**config.mk**
```make
export PLATFORM = sky130hd
export DESIGN_NAME = extra_dma_engine
export DESIGN_NICKNAME = d
export VERILOG_FILES = /design/src/verilog/extra_dma_pkg.sv /design/src/verilog/extra_fifo.sv /design/src/verilog/extra_dma_engine.sv
export SDC_FILE = /design/constraint.sdc
export NUM_CORES = 1
export LEC_CHECK = 0
export BUFFER_PORTS_ARGS = -buffer_cell sky130_fd_sc_hd__buf_2
export CAP_MARGIN = 40
export CELL_PAD_IN_SITES_DETAIL_PLACEMENT = 1
export CELL_PAD_IN_SITES_GLOBAL_PLACEMENT = 1
export CORE_MARGIN = 4
export CORE_UTILIZATION = 25
export DETAILED_ROUTE_END_ITERATION = 16
export PLACE_DENSITY_LB_ADDON = 0.12
export REMOVE_ABC_BUFFERS = 1
export SYNTH_ARGS = -nofsm -noshare
export SYNTH_HDL_FRONTEND = slang
export SYNTH_SLANG_ARGS = --single-unit
```
**constraint.sdc**
```tcl
create_clock -name clk -period 13.7 [get_ports clk]
set_input_delay 0.685 -clock clk [delete_from_list [all_inputs] [get_ports clk]]
set_output_delay 0.685 -clock clk [all_outputs]
set_load 0.05 [all_outputs]
```
**src/verilog/extra_dma_pkg.sv**
```systemverilog
// Constants shared by the extra FIFO readout engine.
package extra_dma_pkg;
   // Register offsets.
   localparam logic [6:0] CMD_OFFSET = 7'h64;
   localparam logic [6:0] STATUS_OFFSET = 7'h6E;
   // Command word bit positions.
   localparam int START_BIT = 20;
   localparam int WAIT_BIT = 21;
   localparam int STOP_BIT = 22;
   localparam int POLL_BIT = 23;
   // Status word bit positions.
   localparam int BLOCK_BIT = 12;
   localparam int DONE_BIT = 13;
   localparam int OVERRUN_BIT = 14;
   localparam int FAULT_BIT = 15;
   localparam logic [31:0] STATUS_RESET = 32'h0000_0000;
   // Storage and FIFO shape.
   localparam int SAMPLE_BITS = 16;
   localparam logic [31:0] SAMPLE_BYTES = 32'h0000_0002;
   localparam int FIFO_DEPTH = 16;
   // Acquisition setup limits, in samples; memory select and divider bounds are plain values.
   localparam logic [34:0] MIN_TOTAL = 35'h0_0000_0010;
   localparam logic [34:0] MIN_PRE = 35'h0_0000_0008;
   localparam logic [34:0] MAX_PRE_ONE = 35'h0_0000_2000;
   localparam logic [34:0] MAX_PRE_TWO = 35'h0_0000_1000;
   localparam logic [34:0] MIN_POST = 35'h0_0000_0008;
   localparam logic [34:0] MAX_POST = 35'h1_FFFF_FFF8;
   localparam logic [34:0] MIN_SEG = 35'h0_0000_0010;
   localparam logic [34:0] MEM_BASE = 35'h0_0800_0000;
   localparam logic [2:0] MEM_SEL_MAX = 3'h4;
   localparam logic [17:0] DIV_MIN = 18'h0_0008;
   localparam logic [17:0] DIV_MAX = 18'h1_FFF8;
   localparam logic [17:0] DIV_RESET = 18'h0_0000;
endpackage : extra_dma_pkg

```
**src/verilog/extra_fifo.sv**
```systemverilog
// Parameterised FIFO whose read data come out of a register.
module extra_fifo #(
   parameter int WIDTH = 16,
   parameter int DEPTH = 16
) (
   input wire logic clk,
   input wire logic nrst,
   input wire logic inValid,
   output logic inReady,
   input wire logic [WIDTH-1:0] inData,
   output logic outValid,
   input wire logic outReady,
   output logic [WIDTH-1:0] outData
);
   localparam int AW = $clog2(DEPTH);
   localparam int CW = $clog2(DEPTH + 1);
   localparam logic [CW-1:0] FULL = CW'(DEPTH);

   logic [WIDTH-1:0] mem [DEPTH];
   logic [AW-1:0] wrPtr;
   logic [AW-1:0] rdPtr;
   logic [CW-1:0] count;
   logic push;
   logic pop;

   assign inReady = count != FULL;
   assign push = inValid && inReady;
   // The output register is refilled whenever it is empty or being taken.
   assign pop = (count != '0) && (!outValid || outReady);

   always_ff @(posedge clk) begin
      if (push) begin
         mem[wrPtr] <= inData;
      end
   end

   always_ff @(posedge clk or negedge nrst) begin
      if (!nrst) begin
         wrPtr <= '0;
         rdPtr <= '0;
         count <= '0;
      end else begin
         if (push) begin
            wrPtr <= wrPtr + 1'b1;
         end
         if (pop) begin
            rdPtr <= rdPtr + 1'b1;
         end
         count <= count + CW'(push) - CW'(pop);
      end
   end

   always_ff @(posedge clk or negedge nrst) begin
      if (!nrst) begin
         outValid <= 1'b0;
         outData <= '0;
      end else if (pop) begin
         outValid <= 1'b1;
         outData <= mem[rdPtr];
      end else if (outReady) begin
         outValid <= 1'b0;
      end
   end
endmodule : extra_fifo

```
**src/verilog/extra_dma_engine.sv**
```systemverilog
// Extra FIFO busmaster readout engine for dual_timebase slow data.
// What this block does
// - Each stored sample takes two bytes
// - Total size limits in standard modes
// - Pretrigger 8 to 8k or 4k
// - Posttrigger limits, memory cap in multi
// - Segment size minimum, step, caps
// - Streaming loop count zero means endless
// - Memory figure equals installed memory
// - Slow samples and timestamps share FIFO
// - Own DMA engine, independent of main
// - Command bits combine in one write
// - Start bit begins extra DMA
// - Wait until block, end or timeout
// - Stop bit aborts, data then invalid
// - Block ready when notify block present
// - Done flag only with zero notify
// - Overrun flag on streaming FIFO overflow
// - Fault flag on internal transfer error
// - Overrun halts extra transfer at once
// - Slow rate is fast rate over divider
// - Card to host only, no offset
module extra_dma_engine (
   input wire logic clk,
   input wire logic nrst,
   input wire logic [6:0] regAddr,
   input wire logic regWrite,
   input wire logic [31:0] regWdata,
   input wire logic regRead,
   output logic [31:0] regRdata,
   input wire logic sampleStrobe,
   input wire logic [15:0] sampleData,
   input wire logic acqActive,
   input wire logic tsValid,
   output logic tsReady,
   input wire logic [15:0] tsData,
   input wire logic [17:0] slowRateDivider,
   input wire logic streamMode,
   input wire logic multiMode,
   input wire logic twoChannels,
   input wire logic [2:0] memSel,
   input wire logic [34:0] totalSampleCount,
   input wire logic [34:0] afterTriggerCount,
   input wire logic [34:0] segmentLength,
   input wire logic [31:0] repeatCount,
   output logic setupOk,
   output logic endless,
   input wire logic [31:0] bufferBase,
   input wire logic [31:0] bufferLength,
   input wire logic [31:0] notifySize,
   input wire logic [31:0] waitTimeout,
   input wire logic busFault,
   output logic dmaValid,
   input wire logic dmaReady,
   output logic [31:0] dmaAddr,
   output logic [15:0] dmaData,
   output logic running,
   output logic pollMode,
   output logic waitBusy,
   output logic waitExpired
);
   logic cmdWrite;
   logic startCmd;
   logic waitCmd;
   logic stopCmd;
   logic pollCmd;
   logic startOk;
   logic [17:0] divCount;
   logic slowTick;
   logic fifoInValid;
   logic fifoInReady;
   logic [15:0] fifoInData;
   logic fifoOutValid;
   logic fifoOutReady;
   logic [15:0] fifoOutData;
   logic dmaTake;
   logic overrunEvent;
   logic faultEvent;
   logic [31:0] bytesDone;
   logic [31:0] blockCount;
   logic blockFlag;
   logic doneFlag;
   logic overrunFlag;
   logic faultFlag;
   logic blockTaken;
   logic lastWord;
   logic [31:0] waitCount;
   logic [31:0] statusWord;
   logic [34:0] memFig;
   logic [34:0] memHalf;
   logic [34:0] preLen;
   logic [34:0] preMax;
   logic [34:0] postMax;
   logic [34:0] segMax;
   logic next_setupOk;

   // All extra-transfer bits are taken from one write; others are ignored.
   assign cmdWrite = regWrite && (regAddr == extra_dma_pkg::CMD_OFFSET);
   assign stopCmd = cmdWrite && regWdata[extra_dma_pkg::STOP_BIT];
   assign startCmd = cmdWrite && regWdata[extra_dma_pkg::START_BIT];
   assign waitCmd = cmdWrite && regWdata[extra_dma_pkg::WAIT_BIT];
   assign pollCmd = cmdWrite && regWdata[extra_dma_pkg::POLL_BIT];
   // Start is refused while polling or beside a poll, so the two never share a transfer.
   assign startOk = startCmd && !stopCmd && !pollCmd && !running && !pollMode
                    && setupOk;

   // Installed memory doubles with each select step.
   always_comb begin
      memFig = extra_dma_pkg::MEM_BASE << memSel;
      memHalf = twoChannels ? (memFig >> 1) : memFig;
      preLen = segmentLength - afterTriggerCount;
      preMax = twoChannels ? extra_dma_pkg::MAX_PRE_TWO : extra_dma_pkg::MAX_PRE_ONE;
      postMax = (multiMode && !streamMode) ? (memHalf >> 1) : extra_dma_pkg::MAX_POST;
      segMax = streamMode ? (multiMode ? segmentLength : extra_dma_pkg::MAX_POST)
                          : (memHalf >> 1);
      next_setupOk = (memSel <= extra_dma_pkg::MEM_SEL_MAX);
      next_setupOk = next_setupOk && (slowRateDivider >= extra_dma_pkg::DIV_MIN)
                     && (slowRateDivider <= extra_dma_pkg::DIV_MAX)
                     && (slowRateDivider[2:0] == 3'h0);
      if (!streamMode) begin
         next_setupOk = next_setupOk && (totalSampleCount >= extra_dma_pkg::MIN_TOTAL)
                        && (totalSampleCount[2:0] == 3'h0)
                        && (totalSampleCount <= memHalf);
      end
      if (multiMode || streamMode) begin
         next_setupOk = next_setupOk && (segmentLength > afterTriggerCount)
                        && (preLen >= extra_dma_pkg::MIN_PRE) && (preLen <= preMax)
                        && (preLen[2:0] == 3'h0);
         next_setupOk = next_setupOk && (segmentLength >= extra_dma_pkg::MIN_SEG)
                        && (segmentLength[2:0] == 3'h0)
                        && (segmentLength <= segMax);
      end
      if (multiMode || !streamMode) begin
         next_setupOk = next_setupOk && (afterTriggerCount >= extra_dma_pkg::MIN_POST)
                        && (afterTriggerCount[2:0] == 3'h0)
                        && (afterTriggerCount <= postMax);
      end
   end

   always_ff @(posedge clk or negedge nrst) begin
      if (!nrst) begin
         setupOk <= 1'b0;
         endless <= 1'b0;
      end else begin
         setupOk <= next_setupOk;
         // Loop count only matters when streaming; zero runs without end.
         endless <= streamMode && (repeatCount == 32'h0000_0000);
      end
   end

   // Slow clock: one slow sample every divider fast samples.
   always_ff @(posedge clk or negedge nrst) begin
      if (!nrst) begin
         divCount <= extra_dma_pkg::DIV_RESET;
      end else if (!acqActive) begin
         divCount <= extra_dma_pkg::DIV_RESET;
      end else if (sampleStrobe) begin
         divCount <= slowTick ? extra_dma_pkg::DIV_RESET : divCount + 18'h0_0001;
      end
   end
   assign slowTick = acqActive && sampleStrobe && (divCount + 18'h0_0001 >= slowRateDivider);

   // Slow samples and timestamps share one FIFO; samples cannot wait.
   assign fifoInValid = slowTick || tsValid;
   assign fifoInData = slowTick ? sampleData : tsData;
   assign tsReady = fifoInReady && !slowTick;
   assign overrunEvent = slowTick && !fifoInReady && streamMode;

   extra_fifo #(
      .WIDTH(extra_dma_pkg::SAMPLE_BITS),
      .DEPTH(extra_dma_pkg::FIFO_DEPTH)
   ) u_fifo (
      .clk(clk),
      .nrst(nrst),
      .inValid(fifoInValid),
      .inReady(fifoInReady),
      .inData(fifoInData),
      .outValid(fifoOutValid),
      .outReady(fifoOutReady),
      .outData(fifoOutData)
   );

   // This engine only writes host memory and runs beside the main engine.
   assign dmaValid = running && fifoOutValid;
   assign fifoOutReady = running && dmaReady;
   assign dmaData = fifoOutData;
   assign dmaTake = dmaValid && dmaReady;
   assign lastWord = dmaTake && (bytesDone + extra_dma_pkg::SAMPLE_BYTES >= bufferLength);
   assign faultEvent = running && busFault;

   always_ff @(posedge clk or negedge nrst) begin
      if (!nrst) begin
         running <= 1'b0;
      end else if (stopCmd) begin
         running <= 1'b0;
      end else if (overrunEvent || faultEvent) begin
         running <= 1'b0;
      end else if (startOk) begin
         running <= 1'b1;
      end else if (lastWord) begin
         running <= 1'b0;
      end
   end

   always_ff @(posedge clk or negedge nrst) begin
      if (!nrst) begin
         pollMode <= 1'b0;
      end else if (pollCmd && !running) begin
         pollMode <= 1'b1;
      end else if (stopCmd) begin
         pollMode <= 1'b0;
      end
   end

   // Address walks up from the buffer start; there is no offset.
   always_ff @(posedge clk or negedge nrst) begin
      if (!nrst) begin
         dmaAddr <= 32'h0000_0000;
         bytesDone <= 32'h0000_0000;
      end else if (startOk || stopCmd) begin
         dmaAddr <= bufferBase;
         bytesDone <= 32'h0000_0000;
      end else if (dmaTake) begin
         dmaAddr <= dmaAddr + extra_dma_pkg::SAMPLE_BYTES;
         bytesDone <= bytesDone + extra_dma_pkg::SAMPLE_BYTES;
      end
   end

   // A status read that shows block ready hands one notify block over.
   assign blockFlag = (notifySize != 32'h0000_0000) && (blockCount >= notifySize);
   assign blockTaken = regRead && (regAddr == extra_dma_pkg::STATUS_OFFSET) && blockFlag;

   always_ff @(posedge clk or negedge nrst) begin
      if (!nrst) begin
         blockCount <= 32'h0000_0000;
      end else if (startOk || stopCmd) begin
         blockCount <= 32'h0000_0000;
      end else begin
         blockCount <= blockCount
                       + (dmaTake ? extra_dma_pkg::SAMPLE_BYTES : 32'h0000_0000)
                       - (blockTaken ? notifySize : 32'h0000_0000);
      end
   end

   // Sticky flags clear on a new start; an event in that cycle still sets.
   always_ff @(posedge clk or negedge nrst) begin
      if (!nrst) begin
         doneFlag <= 1'b0;
      end else if (lastWord && (notifySize == 32'h0000_0000) && !stopCmd) begin
         doneFlag <= 1'b1;
      end else if (startOk) begin
         doneFlag <= 1'b0;
      end
   end

   always_ff @(posedge clk or negedge nrst) begin
      if (!nrst) begin
         overrunFlag <= 1'b0;
      end else if (overrunEvent) begin
         overrunFlag <= 1'b1;
      end else if (startOk) begin
         overrunFlag <= 1'b0;
      end
   end

   always_ff @(posedge clk or negedge nrst) begin
      if (!nrst) begin
         faultFlag <= 1'b0;
      end else if (faultEvent) begin
         faultFlag <= 1'b1;
      end else if (startOk) begin
         faultFlag <= 1'b0;
      end
   end

   // Wait holds until a block is ready, the transfer ends, or timeout.
   always_ff @(posedge clk or negedge nrst) begin
      if (!nrst) begin
         waitBusy <= 1'b0;
         waitExpired <= 1'b0;
         waitCount <= 32'h0000_0000;
      end else if (waitCmd && !stopCmd) begin
         waitBusy <= 1'b1;
         waitExpired <= 1'b0;
         waitCount <= 32'h0000_0000;
      end else if (waitBusy) begin
         waitCount <= waitCount + 32'h0000_0001;
         if (blockFlag || !running || stopCmd) begin
            waitBusy <= 1'b0;
         end else if ((waitTimeout != 32'h0000_0000)
                      && (waitCount + 32'h0000_0001 >= waitTimeout)) begin
            waitBusy <= 1'b0;
            waitExpired <= 1'b1;
         end
      end
   end

   // Each condition drives its own bit, so several may show at once.
   always_comb begin
      statusWord = extra_dma_pkg::STATUS_RESET;
      statusWord[extra_dma_pkg::BLOCK_BIT] = blockFlag;
      statusWord[extra_dma_pkg::DONE_BIT] = doneFlag;
      statusWord[extra_dma_pkg::OVERRUN_BIT] = overrunFlag;
      statusWord[extra_dma_pkg::FAULT_BIT] = faultFlag;
   end

   // The command word is write only and reads as zero, like every offset except the status word.
   always_ff @(posedge clk or negedge nrst) begin
      if (!nrst) begin
         regRdata <= extra_dma_pkg::STATUS_RESET;
      end else if (regRead) begin
         regRdata <= (regAddr == extra_dma_pkg::STATUS_OFFSET) ? statusWord
                                                                : 32'h0000_0000;
      end
   end
endmodule : extra_dma_engine

```
Word-level counts from Yosys, hierarchy flattened
Memories as Yosys holds them, arrays and structs flattened. A register that Yosys moved wholly into a read port is not among the register bits.
Index checks and enable logic that the tools add are counted.
{"block": "classes", "n_addsub": 11, "n_lt_le_gt_ge": 16, "eq_ne": 5, "n_shift": 1, "n_mux": 44, "n_reduce_logical": 85}
{"cell": "$mux W32", "count": 8}
{"cell": "$mux W35", "count": 3}
{"cell": "$ge A32 B32 Y1", "count": 3}
{"cell": "$ge A35 B4 Y1 const B", "count": 2}
{"cell": "$ge A35 B5 Y1 const B", "count": 2}
{"cell": "$le A35 B35 Y1", "count": 2}
{"cell": "$add A32 B2 Y32 const B", "count": 2}
{"cell": "$logic_not A32 Y1", "count": 2}
{"cell": "$reduce_bool A32 Y1", "count": 2}
{"cell": "$mux W18", "count": 3}
{"cell": "$logic_and A1 B1 Y1", "count": 48}
{"cell": "$gt A35 B35 Y1", "count": 1}
{"cell": "$le A35 B14 Y1", "count": 1}
{"cell": "$le A35 B34 Y1", "count": 1}
{"cell": "$shl A28 B3 Y35 const A", "count": 1}
{"cell": "$sub A35 B35 Y35", "count": 1}
{"cell": "$mux W34", "count": 1}
{"cell": "$add A32 B1 Y32 const B", "count": 1}
{"cell": "$add A32 B2 Y32", "count": 1}
{"cell": "$mux W16", "count": 2}
{"cell": "$sub A32 B32 Y32", "count": 1}
{"cell": "$mux W1", "count": 25}
{"cell": "$add A18 B1 Y18 const B", "count": 1}
{"cell": "$ge A18 B18 Y1", "count": 1}
{"cell": "other kinds (18)", "count": 47}
{"block": "word_totals", "register_bits": 201, "ram_bits": 256, "output_inout_bits": 88, "wordCells": 182, "n_memories": 1}
{"memory": "u_fifo.mem", "words": 16, "width": 16, "rd": 1, "rd_ports_with_merged_regs": 1, "write_ports": 1, "line": "extra_fifo.sv:19", "source": "logic [WIDTH-1:0] mem [DEPTH];"}

Depth between registers and ports, before layout
Gate-level depths: netlist of run 1.
{"block": "logic_depth", "word_depth": 20, "ltp_mapped": 27, "ltp_nobuf": 27}

By module
A second synthesis of run 1 with hierarchy kept.
{"block": "unflattened", "hier_cells": 2638, "hier_area_um2": 28085.7}
{"mod": "extra_dma_engine", "n_inst": 1, "cells_per_inst": 2116, "area_each_um2": 17027.6, "seq_area_each_um2": 3953.8}
{"mod": "extra_fifo", "n_inst": 1, "cells_per_inst": 522, "area_each_um2": 11058.1, "seq_area_each_um2": 8438.1}

Worst setup path after synthesis of run 1
Ideal clock, no wire load.
{"block": "synth_path", "path_kind": "input to register", "start": "in notifySize[17]", "end": "reg blockCount[19]", "setup_time_ns": 0.132, "arrival_ns": 5.404, "required_time_ns": 13.568, "setup_slack_ns": 8.165, "path_stages": 27, "path_buffers": 0, "cell_sequence": "inv_1 ha_1 a21o_1 a21o_1 a21oi_1 nor2_1 a2111oi_0 nor2_1 o31ai_1 a311oi_1 and2_1 fa_1 inv_1 ha_1 fa_1 a21o_1 a21oi_1 nand2b_1 a211o_1 nand2_1 a21o_1 a21o_1 a21o_1 nand2_1 a22o_1 xor2_1 nor2_1"}
{"block": "synth_between", "elab_chain_len": 6}
{"element": "from (decl)", "line": "extra_dma_engine.sv:50", "source": "input wire logic [31:0] notifySize,"}
{"element": "$ge A32 B32 Y1 / $reduce_bool A32 Y1 (equally long branches)", "line": "extra_dma_engine.sv:230", "source": "assign blockFlag = (notifySize != 32'h0000_0000) && (blockCount >= notifySize);"}
{"element": "$logic_and A1 B1 Y1", "line": "extra_dma_engine.sv:230"}
{"element": "$logic_and A1 B1 Y1", "line": "extra_dma_engine.sv:231", "source": "assign blockTaken = regRead && (regAddr == extra_dma_pkg::STATUS_OFFSET) && blockFlag;"}
{"element": "$mux W32 (*)", "line": "extra_dma_engine.sv:241", "source": "- (blockTaken ? notifySize : 32'h0000_0000);"}
{"element": "$sub A32 B32 Y32 (*)", "line": "extra_dma_engine.sv:241"}
{"element": "$mux W32 (*)", "line": "extra_dma_engine.sv:236", "source": "end else if (startOk || stopCmd) begin"}
{"element": "to (signal assigned)", "line": "extra_dma_engine.sv:239", "source": "blockCount <= blockCount"}
{"element": "to (decl)", "line": "extra_dma_engine.sv:80", "source": "logic [31:0] blockCount;"}
Mark *: on every way between the ends. The rest lies on a longest branch, timed or not.
A chain may end at the register's enable or synchronous reset.

Worst setup path in the final report of run 1
{"block": "layout_path", "start": "reg blockCount[17]", "end": "reg blockCount[28]"}
{"block": "layout_between", "elab_chain_len": 6}
{"element": "$ge A32 B32 Y1", "line": "extra_dma_engine.sv:230"}
{"element": "$logic_and A1 B1 Y1", "line": "extra_dma_engine.sv:230"}
{"element": "$logic_and A1 B1 Y1", "line": "extra_dma_engine.sv:231"}
{"element": "$mux W32", "line": "extra_dma_engine.sv:241"}
{"element": "$sub A32 B32 Y32 (*)", "line": "extra_dma_engine.sv:241"}
{"element": "$mux W32 (*)", "line": "extra_dma_engine.sv:236"}
Marks and branches as above.

==> flow_metrics.py, run 1 <==
metrics = {
    "clock_tree": {
        "cts_resized": 0,
        "cts.clk_slew.worst_paths_ns": 0.05,
        "clockBufferDepth": 3,
        "h-tree-depth": 2,
        "root_buffer": "clkbuf_16",
        "cts_buffers": 55,
        "cts_num_sinks": 444,
        "clk_latency_ns": 0.63,
        "postCtsSetupRepairBufs": 0,
        "cts_tree": "yes",
        "hold_buffers": 0,
    },
    "timing": {
        "setup_viol": 0,
        "fmax_ghz": 0.1602,
        "period_share_pct": 45.55,
        "setup_tns_ns": 0,
        "relSlewSlack_pct": 47.17,
        "fin_crit_ns": 6.241,
        "finalHoldViolCount": 0,
        "finalMaxSlewViolations": 0,
        "rsz0062_at_grt": "false",
        "fin_skew_ns": 0.02133,
        "worst_pin_slew_ns": 0.7915,
    },
    "floorplan": {
        "die_h_microns": 342.9,
        "die_w_microns": 342.9,
        "num_rows": 122,
        "ios": 457,
        "floorplan.core_area_sq_um": 111000,
        "start_util_pct": 25.26,
        "die_area_sq_um": 117600,
    },
    "drt": {
        "antenna_left": 0,
        "post_drt_wl_per_cell_microns": 20.11,
        "vias": 21530,
        "vias_per_cell": 4.740,
        "drt_pass1_iterations": 5,
        "drc": 0,
        "drt_iter0_markers": 819,
        "wl_microns": 91350,
    },
    "setup_path": {
        "cp.required_ns": 14.17,
        "end_kind": "flip-flop",
        "path_max_fanout": 32,
        "crit_type": "reg -> reg",
        "rr_endpoint": "blockCount[28]",
        "critPathLaunchType": "flip-flop",
        "ff2ff_path_depth": 24,
        "critPathArrivalTime_ns": 6.71,
        "rrSetupSlack_ns": 7.46,
        "regToRegStartpoint": "blockCount[17]",
    },
    "yosys": {
        "async_flop_share_pct": 42.34,
        "synthCells": 2582,
        "ys_ff_latch": 444,
        "synth-main-ff-cell": "edfxtp_1",
        "synth_cell_type_count": 82,
        "syn_area_sq_um": 28030,
        "avgSynthCellArea_sq_um": 10.86,
        "synth_edf_count": 256,
        "yosysWarnings": 0,
        "seq_area_frac_synth_pct": 44.20,
    },
    "global_route": {
        "grt_start_max_net_pins": 73,
        "grt_pass1_wl_microns": 139600,
        "grt_overflow_total": 0,
        "antenna_found_initial": 10,
        "grt_usage_pct": 15.26,
        "grt_pass1_vias": 23710,
    },
    "place": {
        "io_buffer_count": 400,
        "dp_hpwl_microns": 68870,
        "gpl.final_weighted_congestion": 0.8250,
    },
    "min_path": {
        "holdCritPathClass": "in -> async",
    },
    "power_and_ir_drop": {
        "total_power_mw": 4.733,
        "p_leak_nw": 14.62,
        "irDropWorstVdd_mv": 0.08686,
        "power_density_nw_per_um2": 139.9,
    },
    "flow_run": {
        "drv_cap": 0,
    },
    "cells_and_area": {
        "drive_above_1_share_pct": 21.44,
        "nNetsFinal": 3654,
        "mostFrequentLayoutCells": "buf_2, ha_1, edfxtp_1",
        "final_common_cell": "buf_2",
        "areaGrowthSynthToFinish_pct": 20.68,
    },
    "outcome": {
        "outcome": "finished, final reports clean",
    },
}
how the worst max path moves through the flow:
| stage | start | to | slack, ns | cells past startpoint |
|---|---|---|---|---|
| floorplan | notifySize[21] | blockCount[28] | 6.90 | 22 |
| global placement | notifySize[17] | blockCount[28] | 6.87 | 26 |
| detailed placement | notifySize[17] | blockCount[28] | 6.88 | 26 |
| CTS | blockCount[17] | blockCount[28] | 7.35 | 24 |
| global route | blockCount[17] | blockCount[28] | 6.90 | 24 |
| finish | blockCount[17] | blockCount[28] | 7.46 | 24 |
area by class of cell:
type | instances | area, sq um
diodes | 4 | 10.01
clock buffers | 90 | 1700
clock inverters | 13 | 138.9
fillers | 12530 | 77140
inverters | 196 | 735.7
multi-input cells | 1866 | 14570
flip-flops and latches | 444 | 12400
well taps | 1488 | 1862
repair buffers | 441 | 2416
where the power goes:
| group | switching (mW) | leakage (nW) | internal, mW | total (mW) |
|---|---|---|---|---|
| sequential | 0.0847 | 4.66 | 1.59 | 1.67 |
| combinational | 0.916 | 9.07 | 0.682 | 1.60 |
| clock | 0.595 | 0.901 | 0.868 | 1.46 |
| total | 1.60 | 14.6 | 3.14 | 4.73 |
Yosys cell counts, types with 7 or more instances:
cell	count	share of area [%]
a21oi_1	109	1.9
o2111ai_1	7	0.22
nand3_1	76	1.4
a22o_1	7	0.22
or3_1	11	0.25
nor3_1	38	0.68
clkbuf_1	55	0.74
a21o_1	64	1.7
and2_1	27	0.60
mux2_1	16	0.64
o211ai_1	9	0.24
buf_4	28	0.75
a31oi_1	14	0.31
nor2b_1	28	0.62
and4_1	7	0.22
nor3b_1	7	0.19
dfrtp_1	188	17
o21bai_1	10	0.27
a211oi_1	12	0.32
o21a_1	11	0.29
mux4_2	80	6.4
xnor2_1	89	2.8
nand2_1	208	2.8
nor4_1	58	1.3
nand2b_1	18	0.40
o21ai_0	79	1.4
nand4_1	66	1.5
inv_1	193	2.6
mux2_2	18	0.72
o21ai_1	19	0.34
edfxtp_1	256	27
and3_1	53	1.2
ha_1	278	12
buf_1	12	0.16
nor2_1	178	2.4
buf_2	7	0.12
xor2_1	126	3.9
a32o_1	19	0.68
o22ai_1	13	0.29
per-stage QoR:
stage / cells / hold WS (ns) / worst slack [ns] / instance area, sq um / util (%)
after floorplan: 2506 / 0.3894 / 6.903 / 27630 / -
after global placement: 4426 / 0.4612 / 6.875 / 31820 / 28.67
after detailed placement: 4435 / 0.4722 / 6.880 / 31980 / 28.82
after CTS: 4538 / 0.04541 / 7.353 / 33820 / 30.48
after global routing: 4540 / 0.08594 / 6.901 / 33820 / 30.48
final: 4542 / 0.05355 / 7.459 / 33830 / 30.48
state kept, by name, summed over array words and instances (netlist names), 4 cells and up:
signal / flops
blockCount: 32
bytesDone: 31
divCount: 18
dmaAddr: 32
regRdata: 4
u_fifo.count: 5
u_fifo.mem: 256
u_fifo.outData: 16
u_fifo.rdPtr: 4
u_fifo.wrPtr: 4
waitCount: 32
worst max-delay path: stages, from the launching register on:
cell and delay (ns):
dfrtp_1 0.39, ha_1 0.30, a21o_1 0.19, a21o_1 0.17
a21oi_1 0.14, nor2_1 0.06, a2111oi_0 0.40, nor2_1 0.10
o31ai_1 0.52, a311oi_4 0.20, buf_4 0.31, nand2_1 0.12
ha_1 0.26, ha_1 0.30, a21o_1 0.19, a211oi_1 0.35
o21ai_1 0.15, a41oi_1 0.39, o31ai_1 0.21, a211o_1 0.30
a21oi_1 0.25, o21bai_1 0.17, a311oi_1 0.36, xor2_1 0.19
nor2_1 0.05
kinds of logic (layout without fill, tap and decap cells):
| group | Yosys count | after routing | share of synthesized area (%) |
|---|---|---|---|
| and+or+nand+nor | 805 | 805 | 14.39 |
| DFF | 444 | 444 | 44.20 |
| AOI/OAI and AO/OA | 420 | 420 | 9.743 |
| buffers and inverters | 299 | 740 | 4.414 |
| adders and majority gates | 281 | 281 | 12.62 |
| xor gates and xnor gates | 215 | 215 | 6.717 |
| muxes | 117 | 117 | 7.900 |
| other | 1 | 32 | 0.01338 |
metal layers:
layer  global-route usage, %  wire (microns)  up-vias
met1                   19.37           40130    10760
met2                   26.83           44920      367
met4                   4.143            2228       10
li1                        -               -    10280
met5                       0              54        -
met3                   2.525            4010      113
No activity file was read; power rests on OpenSTA's default activity.
==> run 2: changes to the inputs <==
--- a/config.mk
+++ b/config.mk
@@ -5,6 +5,7 @@
 export SDC_FILE = /design/constraint.sdc
 export NUM_CORES = 1
 export LEC_CHECK = 0
+export ABC_AREA = 1
 export BUFFER_PORTS_ARGS = -buffer_cell sky130_fd_sc_hd__buf_2
 export CAP_MARGIN = 40
 export CELL_PAD_IN_SITES_DETAIL_PLACEMENT = 1
==> constraint.sdc (replaced) <==
create_clock -name clk -period 5.9 [get_ports clk]
set_input_delay 0.295 -clock clk [delete_from_list [all_inputs] [get_ports clk]]
set_output_delay 0.295 -clock clk [all_outputs]
set_load 0.05 [all_outputs]
==> run 2 against run 1 <==
Final area increased by 9.6%. Maximum frequency increased by 21%. Critical endpoint is now blockCount[21]. Synthesized cell count increased by 43%. First-iteration DRC count increased by 35%.
==> flow_metrics.py, run 2 <==
metrics = {
    "outcome": {
        "outcome": "finished, final reports clean",
    },
    "clock_tree": {
        "cts.clk_slew.worst_paths_ns": 0.06,
        "root_buffer": "clkbuf_16",
        "clk_latency_ns": 0.65,
        "clockBufferDepth": 3,
        "postCtsSetupRepairBufs": 0,
        "h-tree-depth": 2,
        "cts_num_sinks": 444,
        "cts_buffers": 58,
        "cts_tree": "yes",
    },
    "global_route": {
        "grt_start_max_net_pins": 107,
        "antenna_found_initial": 21,
        "grt_overflow_total": 0,
        "grt_pass1_vias": 28860,
        "grt_pass1_wl_microns": 171700,
        "grt_usage_pct": 17.46,
    },
    "cells_and_area": {
        "final_common_cell": "nand2_1",
        "areaGrowthSynthToFinish_pct": 22.55,
        "nNetsFinal": 4824,
        "largest_reg_flops": 256,
        "drive_above_1_share_pct": 14.68,
        "final_cell_area_sq_um": 37060,
        "mostFrequentLayoutCells": "nand2_1, inv_1, buf_2",
        "top_register": "u_fifo.mem",
    },
    "timing": {
        "finalHoldViolCount": 0,
        "rsz0062_at_grt": "false",
        "period_share_pct": 87.21,
        "setup_tns_ns": 0,
        "finalMaxSlewViolations": 0,
        "fin_crit_ns": 5.146,
        "fin_worst_hold_slack_ns": 0.09261,
        "worst_pin_slew_ns": 0.8519,
        "fin_skew_ns": 0.02095,
        "relSlewSlack_pct": 42.41,
        "fmax_ghz": 0.1943,
        "setup_viol": 0,
    },
    "drt": {
        "wl_microns": 111700,
        "vias_per_cell": 4.626,
        "drc": 0,
        "drt_pass1_iterations": 4,
        "post_drt_wl_per_cell_microns": 19.10,
        "antenna_left": 0,
        "drt_iter0_markers": 1109,
        "vias": 27040,
    },
    "yosys": {
        "yosysWarnings": 0,
        "yosysMostFrequentCell": "nand2_1",
        "syn_area_sq_um": 30250,
        "synthCells": 3696,
        "yosysTopAreaCell": "edfxtp_1",
        "synth_cell_type_count": 66,
        "synth_edf_count": 256,
        "ys_ff_latch": 444,
        "synth_top_area_share_pct": 25.42,
        "synth_common_cells": "nand2_1, inv_1, nor2_1, ha_1, edfxtp_1",
        "avgSynthCellArea_sq_um": 8.183,
        "synth_area_leaders": "edfxtp_1, dfrtp_1, ha_1",
        "async_flop_share_pct": 42.34,
        "seq_area_frac_synth_pct": 40.97,
        "synth-main-ff-cell": "edfxtp_1",
    },
    "place": {
        "placed_area_sq_um": 34410,
        "gpl.final_weighted_congestion": 0.8466,
        "dp_hpwl_microns": 86080,
        "io_buffer_count": 400,
    },
    "floorplan": {
        "die_area_sq_um": 126600,
        "ios": 457,
        "start_util_pct": 25.21,
        "floorplan.core_area_sq_um": 120000,
        "die_w_microns": 355.8,
        "num_rows": 127,
        "die_h_microns": 355.8,
    },
    "power_and_ir_drop": {
        "irDropWorstVdd_mv": 0.2169,
        "p_leak_nw": 17.07,
        "power_density_nw_per_um2": 311.8,
    },
    "setup_path": {
        "critPathArrivalTime_ns": 5.67,
        "end_kind": "flip-flop",
        "cp.required_ns": 6.43,
        "worst_path_max_delay_cell": "a21oi_1",
        "rrSetupSlack_ns": 0.75,
        "max_stage_delay_ns": 0.42,
        "crit_chain": "ha_1, nand4_1, inv_1, nand2_1, nor4_2, nand4_1, nand3_1, nand3_1, inv_1, buf_4, nand2_1, ha_1, ha_1, nand3_1, nand3_1, nand2_1, nand2_1, a21oi_1, o21ai_1, a21oi_1, o21ai_0, o21ai_0, a21oi_1",
        "crit_type": "reg -> reg",
        "path_max_fanout": 11,
        "critPathLaunchType": "flip-flop",
    },
    "min_path": {
        "holdCritPathClass": "in -> reg",
    },
    "flow_run": {
        "drv_cap": 0,
    },
}
[run 2: path summary, 6_finish.rpt]
kind	start	endpoint	cells after the start
max	blockCount[31]	blockCount[21]	23
min	waitTimeout[4]	waitBusy	6
max reg2reg	blockCount[31]	blockCount[21]	23
min reg2reg	dmaAddr[0]	dmaAddr[0]	2
max in group asynchronous	nrst	u_fifo.rdPtr[0]	3
min in group asynchronous	nrst	blockCount[15]	2
[run 2: repair_timing]
action	4_1_cts	5_1_grt
hold buffers	50	0
endpoints found under the setup margin	0	6
resized for setup	0	1
endpoints found under the hold margin	131	0
[run 2: final cells by class]
class,instances,area [sq um]
Clock inverter,36,529.3
Multi-Input combinational cell,2612,15380
Fill cell,14360,82910
Sequential cell,444,12400
Timing Repair Buffer,502,3035
Clock buffer,74,1593
Inverter,556,2088
Tap cell,1612,2017
Antenna cell,9,22.52
[run 2: critical path, delay by kind of cell, from the launching register on]
family                   cells  cell delay [ns]
adder cells (fa/ha/maj)      3             0.96
AO/OA/AOI/OAI                6             1.39
flip-flops                   1             0.39
AND/OR/NAND/NOR             11             1.60
buffers and inverters        3             0.66
[run 2: metal layers]
| layer | vias up | track usage [%] | routed length, microns |
|---|---|---|---|
| met4 | 4 | 3.627 | 2158 |
| met5 | - | 0 | 27 |
| met1 | 12960 | 23.66 | 53020 |
| met2 | 471 | 29.61 | 52030 |
| li1 | 13490 | - | - |
| met3 | 108 | 2.544 | 4412 |
[run 2: kinds of logic after synthesis]
logic type,after synthesis,synth area share [%]
multiplexers,46,1.522
adder cells (fa/ha/maj),281,11.70
other,1,0.01240
AO/OA/AOI/OAI,635,12.46
AND/OR/NAND/NOR,1525,21.81
XOR/XNOR,97,2.834
flip-flops,444,40.97
buffers and inverters,667,8.687
[run 2: where the power goes]
| part | total [mW] | switching, mW | internal, mW |
|---|---|---|---|
| Clock | 3.90 | 1.50 | 2.40 |
| Combinational | 3.81 | 2.48 | 1.33 |
| Sequential | 3.85 | 0.169 | 3.68 |
[run 2: through the flow]
stage	instances	worst slack [ns]	utilization (%)	power, mW
2_1_floorplan	3612	0.4246	-	6.440
3_3_place_gp	5671	0.3715	28.61	7.714
4_1_cts	5836	0.4104	30.87	11.77
6_report	5845	0.7543	30.89	11.56
3_5_place_dp	5676	0.2773	28.68	7.740
5_1_grt	5838	0.1520	30.88	12.47
